$ cat config.mk
export PLATFORM = sky130hd
export DESIGN_NAME = apdp_port
export DESIGN_NICKNAME = d
export VERILOG_FILES = /design/src/apdp_pkg.sv /design/src/apdp_port.sv
export SDC_FILE = /design/constraint.sdc
export NUM_CORES = 1
export LEC_CHECK = 0
export ABC_AREA = 1
export BUFFER_PORTS_ARGS = -buffer_cell sky130_fd_sc_hd__buf_2
export CAP_MARGIN = 10
export CORE_MARGIN = 3
export CORE_UTILIZATION = 45
export DETAILED_ROUTE_END_ITERATION = 8
export HOLD_SLACK_MARGIN = 0.1
export MAX_ROUTING_LAYER = met4
export PLACE_DENSITY = 0.69
export SETUP_SLACK_MARGIN = 0.5
export SLEW_MARGIN = 20
export SYNTH_ARGS = -nofsm -noshare
export SYNTH_HDL_FRONTEND = slang
export SYNTH_SLANG_ARGS = --single-unit
$ cat constraint.sdc
create_clock -name ref_clk_i -period 2.3 [get_ports ref_clk_i]
set_clock_uncertainty 0.2 [all_clocks]
set_input_delay 0.575 -clock ref_clk_i [delete_from_list [all_inputs] [get_ports ref_clk_i]]
set_output_delay 0.575 -clock ref_clk_i [all_outputs]
set_load 0.01 [all_outputs]
$ cat src/apdp_pkg.sv
// Purpose: Shared constants and types for the converter parallel data port.
// Assumes: Host strobes are synchronous to ref_clk_i (125 MHz).
// Notes:   Widths, field positions and cycle counts are defined here; the assertions, host model and bench also use literal values.
`default_nettype none

package apdp_pkg;

    // ----------------------------------------------------------------
    // Widths and field positions
    // ----------------------------------------------------------------
    localparam int RES_W        = 12;   // Result / register word width
    localparam int CHAN_W       = 3;    // Channel identifier width
    localparam int LO_W         = 8;    // Low data lines 0..7
    localparam int HI_W         = 3;    // Word-mode data lines 9..11
    localparam int BIT8_POS     = 8;    // Shared pin as data bit 8
    localparam int HI_LSB       = 9;    // First word bit on lines 9..11
    localparam int NIB_W        = 4;    // Upper nibble carried in byte mode
    localparam int NIB_LSB      = 8;    // Word position of upper nibble
    localparam int CHAN_LSB     = 4;    // Channel id inside high byte
    localparam int PAD_W        = 2;    // Zero pad of the 10-bit variant

    // ----------------------------------------------------------------
    // Reset values
    // ----------------------------------------------------------------
    localparam logic [RES_W-1:0] WORD_RST = 12'h000;
    localparam logic [LO_W-1:0]  BYTE_RST = 8'h00;
    localparam logic [HI_W-1:0]  HI_RST   = 3'h0;

    // ----------------------------------------------------------------
    // Timing
    // ----------------------------------------------------------------
    localparam int CLK_PERIOD_PS = 8000;
    localparam int ACCESS_NS     = 30;   // Data valid after read strobe, max
    localparam int RELINQ_NS     = 50;   // Bus released after read strobe, max
    // Longest times round down to whole cycles
    localparam int ACCESS_CYC    = (ACCESS_NS * 1000) / CLK_PERIOD_PS;
    localparam int RELINQ_CYC    = (RELINQ_NS * 1000) / CLK_PERIOD_PS;

    // ----------------------------------------------------------------
    // Port sequencer states
    // ----------------------------------------------------------------
    typedef enum logic [1:0] {
        ST_IDLE,
        ST_READ,
        ST_WRITE
    } apdp_state_t;

endpackage

`default_nettype wire

$ cat src/apdp_port.sv
// Purpose: Parallel host data port: result reads and register writes, word or byte mode.
// Assumes: cs_n_i, rd_n_i, wr_n_i and pins are synchronous to ref_clk_i.
// Notes:   Pins are split into input, output and output enable.
`timescale 1ns/1ps
`default_nettype none

module apdp_port #(
    parameter bit TEN_BIT = 1'b0
) (
    // Clock and reset
    input  wire logic                         ref_clk_i,
    input  wire logic                         rstn_i,
    // Host strobes
    input  wire logic                         cs_n_i,
    input  wire logic                         rd_n_i,
    input  wire logic                         wr_n_i,
    input  wire logic                         word_mode_i,
    // Data lines 0..7
    input  wire logic [apdp_pkg::LO_W-1:0]    db_lo_i,
    output var  logic [apdp_pkg::LO_W-1:0]    db_lo_o,
    output var  logic                         db_lo_oe_o,
    // Shared data bit 8 / byte select pin
    input  wire logic                         shared_bit8_byte_select_i,
    output var  logic                         shared_bit8_byte_select_o,
    output var  logic                         shared_bit8_byte_select_oe_o,
    // Data lines 9..11
    input  wire logic [apdp_pkg::HI_W-1:0]    db_hi_i,
    output var  logic [apdp_pkg::HI_W-1:0]    db_hi_o,
    output var  logic                         db_hi_oe_o,
    // Converter core side
    input  wire logic [apdp_pkg::RES_W-1:0]   result_i,
    input  wire logic [apdp_pkg::CHAN_W-1:0]  result_chan_i,
    output var  logic                         rd_start_o,
    output var  logic [apdp_pkg::RES_W-1:0]   wr_data_o,
    output var  logic                         wr_valid_o
);

    // ----------------------------------------------------------------
    // Reset release
    // ----------------------------------------------------------------
    logic rst_q1;
    logic rst_n;
    always_ff @(posedge ref_clk_i or negedge rstn_i) begin
        if (!rstn_i) begin
            {rst_n, rst_q1} <= 2'h0;
        end else begin
            {rst_n, rst_q1} <= {rst_q1, 1'b1};
        end
    end

    // ----------------------------------------------------------------
    // Helpers
    // ----------------------------------------------------------------
    // Left-justify the 10-bit result so both variants share one layout
    function automatic logic [apdp_pkg::RES_W-1:0] read_word(
        input logic [apdp_pkg::RES_W-1:0] res
    );
        return TEN_BIT ? {res[apdp_pkg::RES_W-apdp_pkg::PAD_W-1:0], {apdp_pkg::PAD_W{1'b0}}}
                       : res;
    endfunction
    function automatic logic [apdp_pkg::LO_W-1:0] byte_lane(
        input logic [apdp_pkg::RES_W-1:0]  word,
        input logic [apdp_pkg::CHAN_W-1:0] chan,
        input logic                        hi
    );
        return hi ? {1'b0, chan, word[apdp_pkg::NIB_LSB +: apdp_pkg::NIB_W]}
                  : word[apdp_pkg::LO_W-1:0];
    endfunction
    logic                        acc_rd;
    logic                        acc_wr;
    logic [apdp_pkg::RES_W-1:0]  exp_word;
    assign acc_rd   = !cs_n_i && !rd_n_i;
    assign acc_wr   = !cs_n_i && !wr_n_i;
    assign exp_word = read_word(result_i);

    // ----------------------------------------------------------------
    // Port state
    // ----------------------------------------------------------------
    apdp_pkg::apdp_state_t       state;
    apdp_pkg::apdp_state_t       next_state;
    logic [apdp_pkg::LO_W-1:0]   next_db_lo;
    logic                        next_db_lo_oe;
    logic                        next_b8;
    logic                        next_b8_oe;
    logic [apdp_pkg::HI_W-1:0]   next_db_hi;
    logic                        next_db_hi_oe;
    logic                        next_rd_start;
    logic                        rd_word;
    logic                        next_rd_word;
    logic                        rd_hi;
    logic                        next_rd_hi;
    // Write capture, last value sampled while the strobe was active
    logic [apdp_pkg::LO_W-1:0]   wl_lo;
    logic [apdp_pkg::LO_W-1:0]   next_wl_lo;
    logic                        wl_b8;
    logic                        next_wl_b8;
    logic [apdp_pkg::HI_W-1:0]   wl_hi;
    logic [apdp_pkg::HI_W-1:0]   next_wl_hi;
    logic                        wl_word;
    logic                        next_wl_word;
    logic [apdp_pkg::LO_W-1:0]   pend_lo;
    logic [apdp_pkg::LO_W-1:0]   next_pend_lo;
    logic [apdp_pkg::RES_W-1:0]  next_wr_data;
    logic                        next_wr_valid;
    always_comb begin
        next_state    = state;
        next_db_lo    = db_lo_o;
        next_db_lo_oe = 1'b0;
        next_b8       = shared_bit8_byte_select_o;
        next_b8_oe    = 1'b0;
        next_db_hi    = db_hi_o;
        next_db_hi_oe = 1'b0;
        next_rd_start = 1'b0;
        next_rd_word  = rd_word;
        next_rd_hi    = rd_hi;
        next_wl_lo    = wl_lo;
        next_wl_b8    = wl_b8;
        next_wl_hi    = wl_hi;
        next_wl_word  = wl_word;
        next_pend_lo  = pend_lo;
        next_wr_data  = wr_data_o;
        next_wr_valid = 1'b0;
        unique case (state)
            apdp_pkg::ST_IDLE: begin
                // Read wins when both strobes are seen together
                if (acc_rd) begin
                    next_state    = apdp_pkg::ST_READ;
                    next_rd_start = 1'b1;
                    next_rd_word  = word_mode_i;
                    next_rd_hi    = !word_mode_i && shared_bit8_byte_select_i;
                    next_db_lo_oe = 1'b1;
                    if (word_mode_i) begin
                        next_db_lo    = exp_word[apdp_pkg::LO_W-1:0];
                        next_b8       = exp_word[apdp_pkg::BIT8_POS];
                        next_b8_oe    = 1'b1;
                        next_db_hi    = exp_word[apdp_pkg::HI_LSB +: apdp_pkg::HI_W];
                        next_db_hi_oe = 1'b1;
                    end else begin
                        next_db_lo = byte_lane(exp_word, result_chan_i,
                                               shared_bit8_byte_select_i);
                    end
                end else if (acc_wr) begin
                    next_state   = apdp_pkg::ST_WRITE;
                    next_wl_lo   = db_lo_i;
                    next_wl_b8   = shared_bit8_byte_select_i;
                    next_wl_hi   = db_hi_i;
                    next_wl_word = word_mode_i;
                end
            end
            apdp_pkg::ST_READ: begin
                // Snapshot held for the whole strobe, released right after
                if (acc_rd) begin
                    next_db_lo_oe = 1'b1;
                    next_b8_oe    = rd_word;
                    next_db_hi_oe = rd_word;
                end else begin
                    next_state = apdp_pkg::ST_IDLE;
                end
            end
            apdp_pkg::ST_WRITE: begin
                if (acc_wr) begin
                    next_wl_lo = db_lo_i;
                    next_wl_b8 = shared_bit8_byte_select_i;
                    next_wl_hi = db_hi_i;
                end else begin
                    next_state = apdp_pkg::ST_IDLE;
                    if (wl_word) begin
                        next_wr_data  = {wl_hi, wl_b8, wl_lo};
                        next_wr_valid = 1'b1;
                    end else if (wl_b8) begin
                        // Lines 4..7 are zero by host contract and not used
                        next_wr_data  = {wl_lo[apdp_pkg::NIB_W-1:0], pend_lo};
                        next_wr_valid = 1'b1;
                    end else begin
                        next_pend_lo = wl_lo;
                    end
                end
            end
            default: next_state = apdp_pkg::ST_IDLE;
        endcase
    end

    always_ff @(posedge ref_clk_i or negedge rst_n) begin
        if (!rst_n) begin
            state                        <= apdp_pkg::ST_IDLE;
            db_lo_o                      <= apdp_pkg::BYTE_RST;
            db_lo_oe_o                   <= 1'b0;
            shared_bit8_byte_select_o    <= 1'b0;
            shared_bit8_byte_select_oe_o <= 1'b0;
            db_hi_o                      <= apdp_pkg::HI_RST;
            db_hi_oe_o                   <= 1'b0;
            rd_start_o                   <= 1'b0;
            rd_word                      <= 1'b0;
            rd_hi                        <= 1'b0;
            wl_lo                        <= apdp_pkg::BYTE_RST;
            wl_b8                        <= 1'b0;
            wl_hi                        <= apdp_pkg::HI_RST;
            wl_word                      <= 1'b0;
            pend_lo                      <= apdp_pkg::BYTE_RST;
            wr_data_o                    <= apdp_pkg::WORD_RST;
            wr_valid_o                   <= 1'b0;
        end else begin
            state                        <= next_state;
            db_lo_o                      <= next_db_lo;
            db_lo_oe_o                   <= next_db_lo_oe;
            shared_bit8_byte_select_o    <= next_b8;
            shared_bit8_byte_select_oe_o <= next_b8_oe;
            db_hi_o                      <= next_db_hi;
            db_hi_oe_o                   <= next_db_hi_oe;
            rd_start_o                   <= next_rd_start;
            rd_word                      <= next_rd_word;
            rd_hi                        <= next_rd_hi;
            wl_lo                        <= next_wl_lo;
            wl_b8                        <= next_wl_b8;
            wl_hi                        <= next_wl_hi;
            wl_word                      <= next_wl_word;
            pend_lo                      <= next_pend_lo;
            wr_data_o                    <= next_wr_data;
            wr_valid_o                   <= next_wr_valid;
        end
    end
endmodule

`default_nettype wire

After elaboration in Yosys (flattened, before gate mapping)
Cells that the tools add are included.
{"block": "op_classes", "eq_ne": 6, "muxes": 29, "reduce_logical": 16, "bitwise_logic": 4}
{"op": "8-bit 2-to-1 mux", "count": 4}
{"op": "12-bit 2-to-1 mux", "count": 2}
{"op": "8-bit one-hot mux with 2 select lines", "count": 1}
{"op": "1-bit 2-to-1 mux", "count": 12}
{"op": "3-bit AND reduction", "count": 4}
{"op": "2-bit 2-to-1 mux", "count": 4}
{"op": "3-bit 2-to-1 mux", "count": 2}
{"op": "2-bit inequality test, second input constant", "count": 3}
{"op": "2-bit one-hot mux with 3 select lines", "count": 1}
{"op": "3-bit one-hot mux with 2 select lines", "count": 1}
{"op": "1-bit inverter", "count": 4}
{"op": "1-bit one-hot mux with 2 select lines", "count": 2}
{"op": "2-bit AND reduction", "count": 2}
{"op": "4-bit AND reduction", "count": 1}
{"op": "2-bit nonzero test", "count": 2}
{"op": "1-bit zero test", "count": 3}
{"op": "3-bit inequality test, second input constant", "count": 1}
{"op": "2-bit by 1-bit equality test with 1-bit output, second input constant", "count": 1}
{"op": "2-bit equality test, second input constant", "count": 1}
{"op": "1-bit logical AND", "count": 2}
{"op": "2-bit zero test", "count": 1}
{"op": "2-bit OR reduction", "count": 1}
{"block": "word_totals", "output_inout_bits": 29, "elab_cells": 72, "register_bits": 54}

Longest topological paths before layout
Gate-level depths: netlist (run 1).
{"block": "logic_depth", "depth_word": 5, "ltp_mapped": 7, "ltp_nobuf": 6}

Least setup slack after synthesis (run 1)
OpenSTA, ideal clock, no wires.
{"block": "synth_timing", "kind": "input -> register", "start": "in cs_n_i", "end": "reg wl_b8", "arrival_ns": 1.119, "path_stages": 7, "n_path_buf": 1, "setup_slack_ns": 0.865, "setup_time_ns": 0.117, "path_cell_list": "inv_1 > nand2_1 > nor2_2 > nand2_1 > buf_6 > nand2_1 > nand2_1"}
{"block": "synth_between", "elab_chain_cells": 5, "word_cells_on_any_way": 8, "cone_classes": "eq/ne (1); mux (3); reduce/logical (4)"}
{"element": "from (decl)", "line_no": "apdp_port.sv:14", "text": "input wire logic cs_n_i,"}
{"element": "1-bit zero test (*)", "line_no": "apdp_port.sv:72, apdp_port.sv:73"}
{"element": "1-bit logical AND", "line_no": "apdp_port.sv:73", "text": "assign acc_wr = !cs_n_i && !wr_n_i;"}
{"element": "1-bit 2-to-1 mux (2 in a row)"}
{"element": "1-bit one-hot mux with 2 select lines"}
{"element": "to (signal assigned)", "line_no": "apdp_port.sv:214", "text": "wl_b8 <= next_wl_b8;"}
{"element": "to (decl)", "line_no": "apdp_port.sv:95", "text": "logic wl_b8;"}
Mark *: on every way between the ends. The rest lies on a longest branch, timed or not. The select of a mux whose other input is x is not followed.
A chain may end at the register's enable or synchronous reset.

Worst setup path after layout (run 1)
{"block": "layout_timing", "start": "reg db_lo_o[3] in the netlist's numbering", "end": "out db_lo_o[3] in the netlist's numbering"}
{"element": "from (decl)", "line_no": "apdp_port.sv:20", "text": "output var logic [apdp_pkg::LO_W-1:0] db_lo_o,"}
{"element": "from (signal assigned)", "line_no": "apdp_port.sv:186", "text": "db_lo_o <= apdp_pkg::BYTE_RST;"}
{"element": "from (signal assigned)", "line_no": "apdp_port.sv:204", "text": "db_lo_o <= next_db_lo;"}
No word-level cell between the ends.

==> results by group, run 1 <==
Yosys
  • Post-Syn Instances: 293
  • Adder-cell share of the synthesized area: 0
  • Post-Syn Area: 0.00238 mm^2
  • Syn avg cell area: 8.13 um^2
  • Post-synthesis compound-gate area fraction: 0.0179
  • Top cells by count, synth: 141 x nand2_1, 54 x dfrtp_1, 40 x nand3_1, 25 x inv_1, 6 x o21ai_0
  • Main combinational cell family by area after synthesis: simple AND/OR/NAND/NOR gates
  • Number of synthesized flops with an enable pin: 0
  • Main synth FF type: dfrtp_1
  • Sequential fraction of the synthesis area: 0.567
  • Simple-Gate Fraction of Synth Area: 0.337
  • Flops & latches, synth: 54
  • Synth area leaders: dfrtp_1 57%, nand2_1 22%, nand3_1 8.4%, inv_1 3.9%, buf_6 1.4%
  • Post-synthesis mux area share: 0
  • Synth unique cells: 19
  • Async SR Flop Fraction: 1.00
  • Synth Area in XOR/XNOR: 0
  • Top-count cell post-synth: nand2_1
  • Share of the synthesized area in the top cell type: 0.567
  • Synth area leader: dfrtp_1
  • Synthesis Warnings: 0
  • Synth Net Count: 326

Global routing
  • Number of global-route vias before repair: 1871
  • Total congestion overflow: 0
  • Total GRT Usage: 0.170
  • Global-route wire length before repair: 8340 um
  • Initial antenna violation count: 0
  • Largest net degree at the start of global routing: 53

Drt
  • ANT nets after route: 0
  • Initial DRC count: 121
  • DRC: 0
  • Routed wire length: 4680 um
  • Post-DR wirelength/cell: 11.0 um
  • Vias per cell: 4.63
  • DR pass1 iterations: 4
  • Via count: 1973

Worst setup path
  • Setup crit start kind: register
  • Critical Path RT: 1.52 ns
  • Crit path DAT: 0.85 ns
  • CP Cell Sequence: buf_2
  • R2R Setup Slk: 0.79 ns
  • WP depth: 1
  • Kind of critical path: register to primary output
  • Reg-to-Reg End: pend_lo[6]
  • FF-to-FF Start: state[0]
  • CP max stage delay: 0.40 ns
  • Worst reg-to-reg path cell count: 6
  • Worst-path fanout max: 2
  • Crit-path leading delay family: flip-flops
  • Max stage delay cell, worst path: dfrtp_1
  • Critical path buffer and inverter count: 1
  • CP startpoint: db_lo_o[3]
  • CP Capture Type: primary output

Power and ir drop
  • Sequential power share: 0.529
  • Int Pwr: 0.00166 W
  • Clk pwr share: 0.219
  • Final Power: 0.00246 W
  • Sw Ratio: 0.325
  • Static leakage: 1.72 nW
  • Switch Pwr: 0.000800 W
  • Comb pwr share: 0.252
  • IR drop worst, VDD: 0.343 mV
  • PD cells: 864 mW/mm^2

Floorplanning
  • Die area: 0.00620 mm^2
  • DIE WIDTH: 78.8 um
  • Die height: 78.8 um
  • FP Rows: 25
  • Num ports: 62
  • Initial core utilization: 0.485
  • CORE AREA: 0.00491 mm^2

Clock tree
  • CTS tree: built
  • CTS Sinks: 54
  • H-tree levels: 2
  • Clk_lat worst skew: 0.31 ns
  • Post-CTS setup buffers: 0
  • CTS root buffer: clkbuf_8
  • CTS Buf Count: 5
  • Clk slew on worst S/H paths: 0.09 ns
  • Maximum buffer depth of the clock tree: 2

STA
  • Final setup viols: 0
  • Crit path time final: 1.63 ns
  • RSZ-0062 raised after global routing: no
  • Rel. slew slack: 0.582
  • Setup TNS: 0 ns
  • Fmax: 0.615 GHz
  • Worst-Margin Slew: 0.626 ns
  • Pins Over Slew Limit: 0
  • Final Hold Fails: 0
  • Tcrit/Tclk final: 0.707
  • PnR worst setup slack: 0.675 ns

Placement
  • Final GP Congestion: 0.768
  • Placed Cells: 417
  • I/O Buffers: 61
  • Place WS: 0.568 ns
  • Hpwl dp: 3480 um

Cells and area
  • N_diodes: 0
  • Layout area overhead: 19.6%
  • Final net count: 391
  • Final Non-Filler Cells: 426
  • Layout cell share with drive strength beyond 1: 0.234

Run status
  • Status: complete, no violations

Hold path
  • Min-delay src: rst_q1
  • Worst Hold Endpoint: rst_n
  • Hold path cells: 0
  • Worst hold path class: register to register

Flow run
  • Max_cap viols: 0
[worst max-delay path by stage]
stage                         endpoint  slack, ns
after floorplan                  wl_b8       0.86
after global placement        wl_hi[1]       0.61
after detailed placement    pend_lo[6]       0.57
after CTS                   db_lo_o[1]       0.66
after global routing      wr_data_o[6]       0.60
final                       db_lo_o[3]       0.67
[cells by family (layout without fill, tap and decap cells)]
group,after synthesis,in the layout
other,1,1
buffers and inverters,38,104
DFF,54,54
and+or+nand+nor,192,192
AOI/OAI and AO/OA,8,8
[power by group through the flow]
stage	clock network (W)	logic [W]	registers (W)
2_1_floorplan	0	0.000325	0.00138
3_3_place_gp	0	0.000619	0.00132
3_5_place_dp	0	0.000635	0.00132
4_1_cts	0.000564	0.000634	0.00130
5_1_grt	0.000602	0.000720	0.00133
6_report	0.000538	0.000621	0.00130
[placed cells by master (no fill, tap or decap), drive strengths merged]
cell         count
nand2          143
buf             68
dfrtp           54
nand3           40
inv             26
nor2             8
o21ai            6
clkbuf           6
clkinv           2
a21oi            1
nor3             1
o21a             1
clkinvlp         1
dlygate4sd3      1
conb             1
[metrics by stage]
stage          area, um^2  hold slack (ns)  utilization
3_5_place_dp         2740            0.136        0.559
6_report             2850            0.156        0.580
3_3_place_gp         2740            0.135        0.559
2_1_floorplan        2380           0.0794            -
4_1_cts              2850            0.158        0.580
5_1_grt              2850            0.175        0.580
[metal layers]
metal | up-vias | GRT usage | wire length, um
met5 | - | - | 0
li1 | 1026 | - | -
met1 | 885 | 0.220 | 2170
met2 | 56 | 0.278 | 2200
met4 | 0 | 0.0367 | 40
met3 | 6 | 0.0374 | 272
[registers in the layout, indices dropped and copies added (netlist names)]
register and count:
rd_start_o 1, wl_word 1, pend_lo 8, wl_b8 1
rd_word 1, shared_bit8_byte_select_o 1, wr_data_o 12, rst_q1 1
wl_lo 8, db_lo_oe_o 1, db_lo_o 8, db_hi_oe_o 1
state 2, rst_n 1, wr_valid_o 1, wl_hi 3
db_hi_o 3
[timing repair]
action	CTS	global route
endpoints found under the hold margin	2	0
setup endpoints to repair	0	0
gates resized for setup	0	0
hold buffers	1	0
[layout make-up]
class / count / area (um^2)
inverter: 27 / 101
multi-input combinational: 201 / 848
clock inverter: 2 / 12.5
timing repair buffer: 69 / 368
fill: 482 / 2060
clock buffer: 6 / 82.6
tap: 67 / 83.8
sequential: 54 / 1350
(Power assumes the default switching activity.)
==> inputs of run 2 (changes only) <==
PLACE_DENSITY = 0.71   (was 0.69)
clock period = 1.4 ns   (was 2.3 ns; I/O delays follow)
==> run 2 against run 1 <==
Routed wire length is 22% higher. Largest power group unchanged. Sequential cell count stayed put. The run now ends with negative setup slack left. Worst setup slack worse by 0.71 ns. Hold slack worse by 0.084 ns.
==> results by group, run 2 (synthesized netlist as in run 1, its figures left out) <==
STA
  • Setup TNS: -0.257 ns (-0.257 ns)
  • Tcrit/Tclk final: 1.03
  • Final Hold Fails: 0 (unchanged)
  • Fmax: 0.696 GHz
  • Crit path time final: 1.44 ns
  • Final setup viols: 13 (+13)
  • PnR worst setup slack: -0.0365 ns (-0.711 ns)
  • RSZ-0062 raised after global routing: yes
  • Pins Over Slew Limit: 0 (unchanged)

Clock tree
  • Clk_lat worst skew: 0.30 ns (about the same)
  • CTS tree: built
  • H-tree levels: 2 (unchanged)
  • # hold bufs at CTS: 1 (unchanged)
  • CTS root buffer: clkbuf_8
  • CTS Buf Count: 5 (unchanged)
  • Clk slew on worst S/H paths: 0.09 ns (about the same)
  • CTS Sinks: 54 (unchanged)
  • Maximum buffer depth of the clock tree: 2 (unchanged)

Global routing
  • Total GRT Usage: 0.197 (+0.0267)
  • Global-route wire length before repair: 9410 um (+13%)
  • Number of global-route vias before repair: 2168 (+16%)
  • Initial antenna violation count: 0 (unchanged)
  • Total congestion overflow: 0 (unchanged)
  • Largest net degree at the start of global routing: 53 (unchanged)

Power and ir drop
  • Switch Pwr: 0.00151 W (+88%)
  • Clk pwr share: 0.179 (-0.040)
  • Sequential power share: 0.474 (-0.055)
  • Static leakage: 1.95 nW (+13%)
  • Sw Ratio: 0.332 (+0.00644)
  • Comb pwr share: 0.347 (+0.095)
  • PD cells: 1340 mW/mm^2 (+56%)
  • Int Pwr: 0.00304 W (+83%)
  • IR drop worst, VDD: 0.644 mV (+88%)
  • Final Power: 0.00454 W (+85%)

Cells and area
  • Most frequent cells in the layout: 119 x nand2_1, 60 x buf_2, 53 x dfrtp_1
  • Core Util, Final: 0.688 (+0.108)
  • Layout cell share with drive strength beyond 1: 0.406 (+0.172)
  • N_diodes: 0 (unchanged)
  • Final net count: 430 (+10%)
  • Most common cell after layout, fill and taps aside: nand2_1
  • Layout area overhead: 41.9%
  • Number of flip-flops in the largest register: 12 (unchanged)
  • Biggest register: wr_data_o

Floorplanning
  • DIE WIDTH: 78.8 um (unchanged)
  • Num ports: 62 (unchanged)
  • CORE AREA: 0.00491 mm^2 (unchanged)
  • Initial core utilization: 0.485 (unchanged)
  • FP Rows: 25 (unchanged)
  • Die area: 0.00620 mm^2 (unchanged)
  • Die height: 78.8 um (unchanged)

Hold path
  • Worst hold path class: primary input to register

Worst setup path
  • CP Capture Type: register
  • Worst-path fanout max: 7 (+5)
  • Setup crit start kind: register
  • Crit path DAT: 1.44 ns (+0.59 ns)
  • Critical Path RT: 1.40 ns (-0.12 ns)
  • Kind of critical path: register to register

Drt
  • Highest metal used: met4
  • Met2 routed WL: 2920 um (+33%)
  • DR pass1 iterations: 4 (unchanged)
  • Post-DR wirelength/cell: 12.3 um (+12%)
  • Via count: 2198 (+11%)
  • ANT nets after route: 0 (unchanged)
  • Wl on met1: 2400 um (+11%)
  • Routed wire length: 5720 um (+22%)
  • Initial DRC count: 95 (-21%)
  • Met3 WL: 292 um (+7.4%)
  • Vias per cell: 4.74 (+2.3%)
  • DRC: 0 (unchanged)

Flow run
  • Max_cap viols: 0 (unchanged)

Run status
  • Failing checks: negative setup slack
  • Status: complete, but fails checks

Placement
  • Final GP Congestion: 0.805 (+4.8%)
  • I/O Buffers: 61 (unchanged)
  • Hpwl dp: 3670 um (+5.4%)
[run 2: cell types whose count changed in the layout (fill, tap and decap cells not counted), moves of 3 or more]
cell	change
buf_4	+26
nand2_1	-22
nand2_2	+20
buf_6	+8
inv_1	-7
nand3_1	-7
nand3_2	+6
inv_2	+4
buf_12	+3
[run 2: repair_timing]
item / CTS / global route
endpoints found under the hold margin: 14 / 8
gates cloned: 3 / 1
buffers inserted: 18 / 10
pin swaps: 12 / 7
resized for setup: 33 / 19
setup endpoints to repair: 81 / 81
[run 2: path summary, 6_finish.rpt]
path	from	to	slack (ns)	depth (start not counted)
setup reg to reg	state[0]	wr_data_o[6]	-0.04	7
max in group asynchronous	rst_n	pend_lo[4]	0.67	1
min in group asynchronous	rst_n	db_hi_o[2]	0.10	1
hold / removal	db_lo_i[2]	wl_lo[2]	0.07	3
setup / recovery	state[0]	wr_data_o[6]	-0.04	7
hold reg to reg	rst_n	db_hi_o[2]	0.10	1
[run 2: routing by layer]
metal / vias to the layer above / GRT usage
li1: 1113 / -
met1: 1009 / 0.232
met2: 67 / 0.346
met3: 9 / 0.0340
met4: 0 / 0.0577
met5: - / -
[run 2: area by class of cell]
class	count	area, um^2
repair buffers	106	736
flip-flops and latches	54	1360
inverters	27	113
well taps	67	83.8
fillers	394	1530
clock buffers	5	68.8
clock inverters	2	10.0
multi-input cells	203	1010
[run 2: power groups by stage]
| stage | registers, W | logic, W | clock network, W |
|---|---|---|---|
| after global placement | 0.00216 | 0.00106 | 0 |
| after floorplan | 0.00227 | 0.000545 | 0 |
| after CTS | 0.00214 | 0.00139 | 0.000836 |
| after global routing | 0.00219 | 0.00175 | 0.000905 |
| final | 0.00215 | 0.00158 | 0.000815 |
| after detailed placement | 0.00217 | 0.00109 | 0 |
[run 2: worst max-delay path, stage by stage, from the launching register on]
cell and delay (ns):
dfrtp_1 0.43, inv_2 0.08, nand2_2 0.06, nor2_4 0.20, buf_12 0.16, nand2_8 0.07
nand2_1 0.07, nand2_1 0.05
[run 2: through the flow]
stage | instance area (um^2) | hold slack (ns) | setup WS (ns) | instances
final | 3380 | 0.0727 | -0.0365 | 464
after global routing | 3380 | 0.0774 | -0.118 | 464
after CTS | 3230 | 0.0641 | -0.00769 | 453
after detailed placement | 2840 | -0.0634 | -0.116 | 424
after global placement | 2840 | -0.0651 | -0.00470 | 424
after floorplan | 2420 | -0.146 | 0.142 | 293
==> inputs of run 3 (changes only) <==
CORE_ASPECT_RATIO = 1.25   (was not set)
==> run 3 against run 2 <==
The run ends with negative hold slack, negative setup slack left. Worst setup slack got worse by 0.044 ns. Critical endpoint is now wl_word. Critical path type unchanged. Utilization rose by 0.69 points. Via count increased by 3.0%. Routed wire length up 7.4%. Design area grew 5.2%.
==> results by group, run 3 (synthesized netlist as in run 1, its figures left out) <==
Drt
  • ANT nets after route: 0 (unchanged)
  • Via count: 2265 (+3.0%)
  • DRC: 0 (unchanged)
  • Routed wire length: 6140 um (+7.4%)
  • Post-DR wirelength/cell: 13.1 um (+6.7%)
  • DR pass1 iterations: 4 (unchanged)
  • Vias per cell: 4.85 (+2.4%)
  • Initial DRC count: 160 (+68%)

Floorplanning
  • Die height: 87.4 um (+11%)
  • Num ports: 62 (unchanged)
  • Die area: 0.00621 mm^2 (about the same)
  • FP Rows: 29 (+16%)
  • Initial core utilization: 0.466 (-0.0195)
  • DIE WIDTH: 71.1 um (-9.8%)
  • CORE AREA: 0.00512 mm^2 (+4.2%)

Worst setup path
  • Setup crit start kind: register
  • Worst reg-to-reg path cell count: 5 (-2)
  • Crit-path leading delay family: flip-flops
  • Kind of critical path: register to register
  • Critical Path RT: 1.41 ns (about the same)
  • Max stage delay cell, worst path: dfrtp_2
  • Worst-path fanout max: 4 (-3)
  • Critical path buffer and inverter count: 2 (unchanged)
  • CP Capture Type: register
  • Crit path DAT: 1.49 ns (+0.05 ns)
  • CP Cell Sequence: buf_4 > nor2_4 > buf_6 > nand3_1 > o21ai_0
  • CP max stage delay: 0.44 ns (about the same)
  • WP depth: 5 (-2)

Cells and area
  • N_diodes: 0 (unchanged)
  • Number of flip-flops in the largest register: 12 (unchanged)
  • Layout area overhead: 49.3%
  • Most common cell after layout, fill and taps aside: nand2_1
  • Core Util, Final: 0.695 (+0.00688)
  • Layout cell share with drive strength beyond 1: 0.447 (+0.0414)
  • Most frequent cells in the layout: 122 x nand2_1, 59 x buf_2, 50 x dfrtp_1
  • Design Area, Final: 0.00356 mm^2 (+5.2%)
  • Final net count: 437 (+1.6%)
  • Biggest register: wr_data_o

Placement
  • Final GP Congestion: 0.837 (+4.0%)
  • DP Area: 0.00284 mm^2 (-0.22%)
  • Place WS: -0.0790 ns (+0.0375 ns)
  • I/O Buffers: 61 (unchanged)
  • Hpwl dp: 3770 um (+2.9%)

Power and ir drop
  • Clk pwr share: 0.192 (+0.013)
  • Comb pwr share: 0.348 (about the same)
  • Switch Pwr: 0.00158 W (+4.9%)
  • PD cells: 1330 mW/mm^2 (-1.4%)
  • Int Pwr: 0.00313 W (+3.1%)
  • IR drop worst, VDD: 0.757 mV (+18%)
  • Sw Ratio: 0.336 (+0.00392)
  • Sequential power share: 0.460 (-0.014)
  • Static leakage: 2.01 nW (+3.1%)

STA
  • Fmax: 0.675 GHz (-3.0%)
  • Pins Over Slew Limit: 0 (unchanged)
  • Final Hold Fails: 9 (+9)
  • RSZ-0062 raised after global routing: yes
  • Final setup viols: 10 (-3)
  • Crit path time final: 1.48 ns (+0.0444 ns)
  • WHS: -0.0203 ns (-0.0930 ns)
  • Tcrit/Tclk final: 1.06 (+0.0317)
  • PnR worst setup slack: -0.0809 ns (-0.0444 ns)

Global routing
  • Total GRT Usage: 0.202 (+0.00527)
  • Number of global-route vias before repair: 2216 (+2.2%)
  • Total congestion overflow: 0 (unchanged)
  • Global-route wire length before repair: 9740 um (+3.5%)
  • Largest net degree at the start of global routing: 21 (-60%)
  • Initial antenna violation count: 0 (unchanged)

Clock tree
  • Clk_lat worst skew: 0.31 ns (about the same)
  • Maximum buffer depth of the clock tree: 2 (unchanged)
  • Clk slew on worst S/H paths: 0.09 ns (about the same)
  • CTS tree: built
  • H-tree levels: 2 (unchanged)
  • CTS Buf Count: 5 (unchanged)
  • CTS root buffer: clkbuf_8
  • CTS Sinks: 54 (unchanged)
  • # hold bufs at CTS: 1 (unchanged)

Flow run
  • Max_cap viols: 0 (unchanged)

Run status
  • Failing checks: negative hold slack, negative setup slack
  • Status: complete, but fails checks

Hold path
  • Worst hold path class: register to async pin
==> run 3: cell count changes in the layout (fill, tap and decap cells not counted), moves of 2 or more <==
cell / previous run / this run
nand3_1: 33 / 25
nand3_2: 6 / 14
buf_6: 8 / 13
nand2_2: 21 / 16
o21ai_0: 5 / 1
dfrtp_1: 53 / 50
dfrtp_2: 0 / 3
nand2_1: 119 / 122
clkinv_2: 3 / 1
nand2_8: 2 / 4
o21ai_1: 1 / 3
o21ai_2: 0 / 2
==> run 3: worst register-to-register path, cell delays in order (launching register included) <==
cell     delay [ns]
dfrtp_2        0.44
buf_4          0.15
nor2_4         0.14
buf_6          0.14
nand3_1        0.10
o21ai_0        0.22
==> run 3: final cells by class <==
cell class / count / area, um^2
timing repair buffer: 112 / 802
fill: 372 / 1560
clock inverter: 2 / 12.5
multi-input combinational: 204 / 1110
tap: 62 / 77.6
clock buffer: 6 / 82.6
sequential: 54 / 1360
inverter: 27 / 116
==> run 3: layer usage <==
layer	vias to the layer above	track usage	share of wire
met2	57	0.367	0.54
met3	16	0.0346	0.047
met4	0	0.0735	0.030
li1	1126	-	-
met1	1066	0.220	0.38
met5	-	-	0
==> run 3: power by group through the flow <==
stage | Sequential, W | Combinational (W) | Clock (W)
2_1_floorplan | 0.00227 | 0.000545 | 0
3_3_place_gp | 0.00218 | 0.00104 | 0
3_5_place_dp | 0.00218 | 0.00108 | 0
4_1_cts | 0.00214 | 0.00142 | 0.000925
5_1_grt | 0.00220 | 0.00182 | 0.000991
6_report | 0.00217 | 0.00164 | 0.000905
==> run 3: through the flow <==
stage	power [W]	TNS, ns	cells
6_report	0.00471	-0.221	467
5_1_grt	0.00501	-2.69	467
3_3_place_gp	0.00322	-0.0216	419
2_1_floorplan	0.00281	0	293
3_5_place_dp	0.00326	-0.955	419
4_1_cts	0.00449	-0.0805	448
==> run 3: final timing paths <==
kind	from	endpoint	slack, ns
min in group ref_clk_i	db_lo_i[3]	wl_lo[3]	0.07
max in group asynchronous	rst_n	db_lo_o[0]	0.60
worst min register to register	rst_n	pend_lo[7]	-0.02
worst min-delay path	rst_n	pend_lo[7]	-0.02
worst max-delay path	state[0]	wl_word	-0.08
worst max register to register	state[0]	wl_word	-0.08
==> run 3: what timing repair did <==
action / in CTS / in global routing
endpoints found under the setup margin: 94 / 81
gates resized for setup: 37 / 43
pin swaps: 16 / 9
gates cloned: 1 / 2
buffers inserted: 19 / 17
endpoints found under the hold margin: 23 / 22
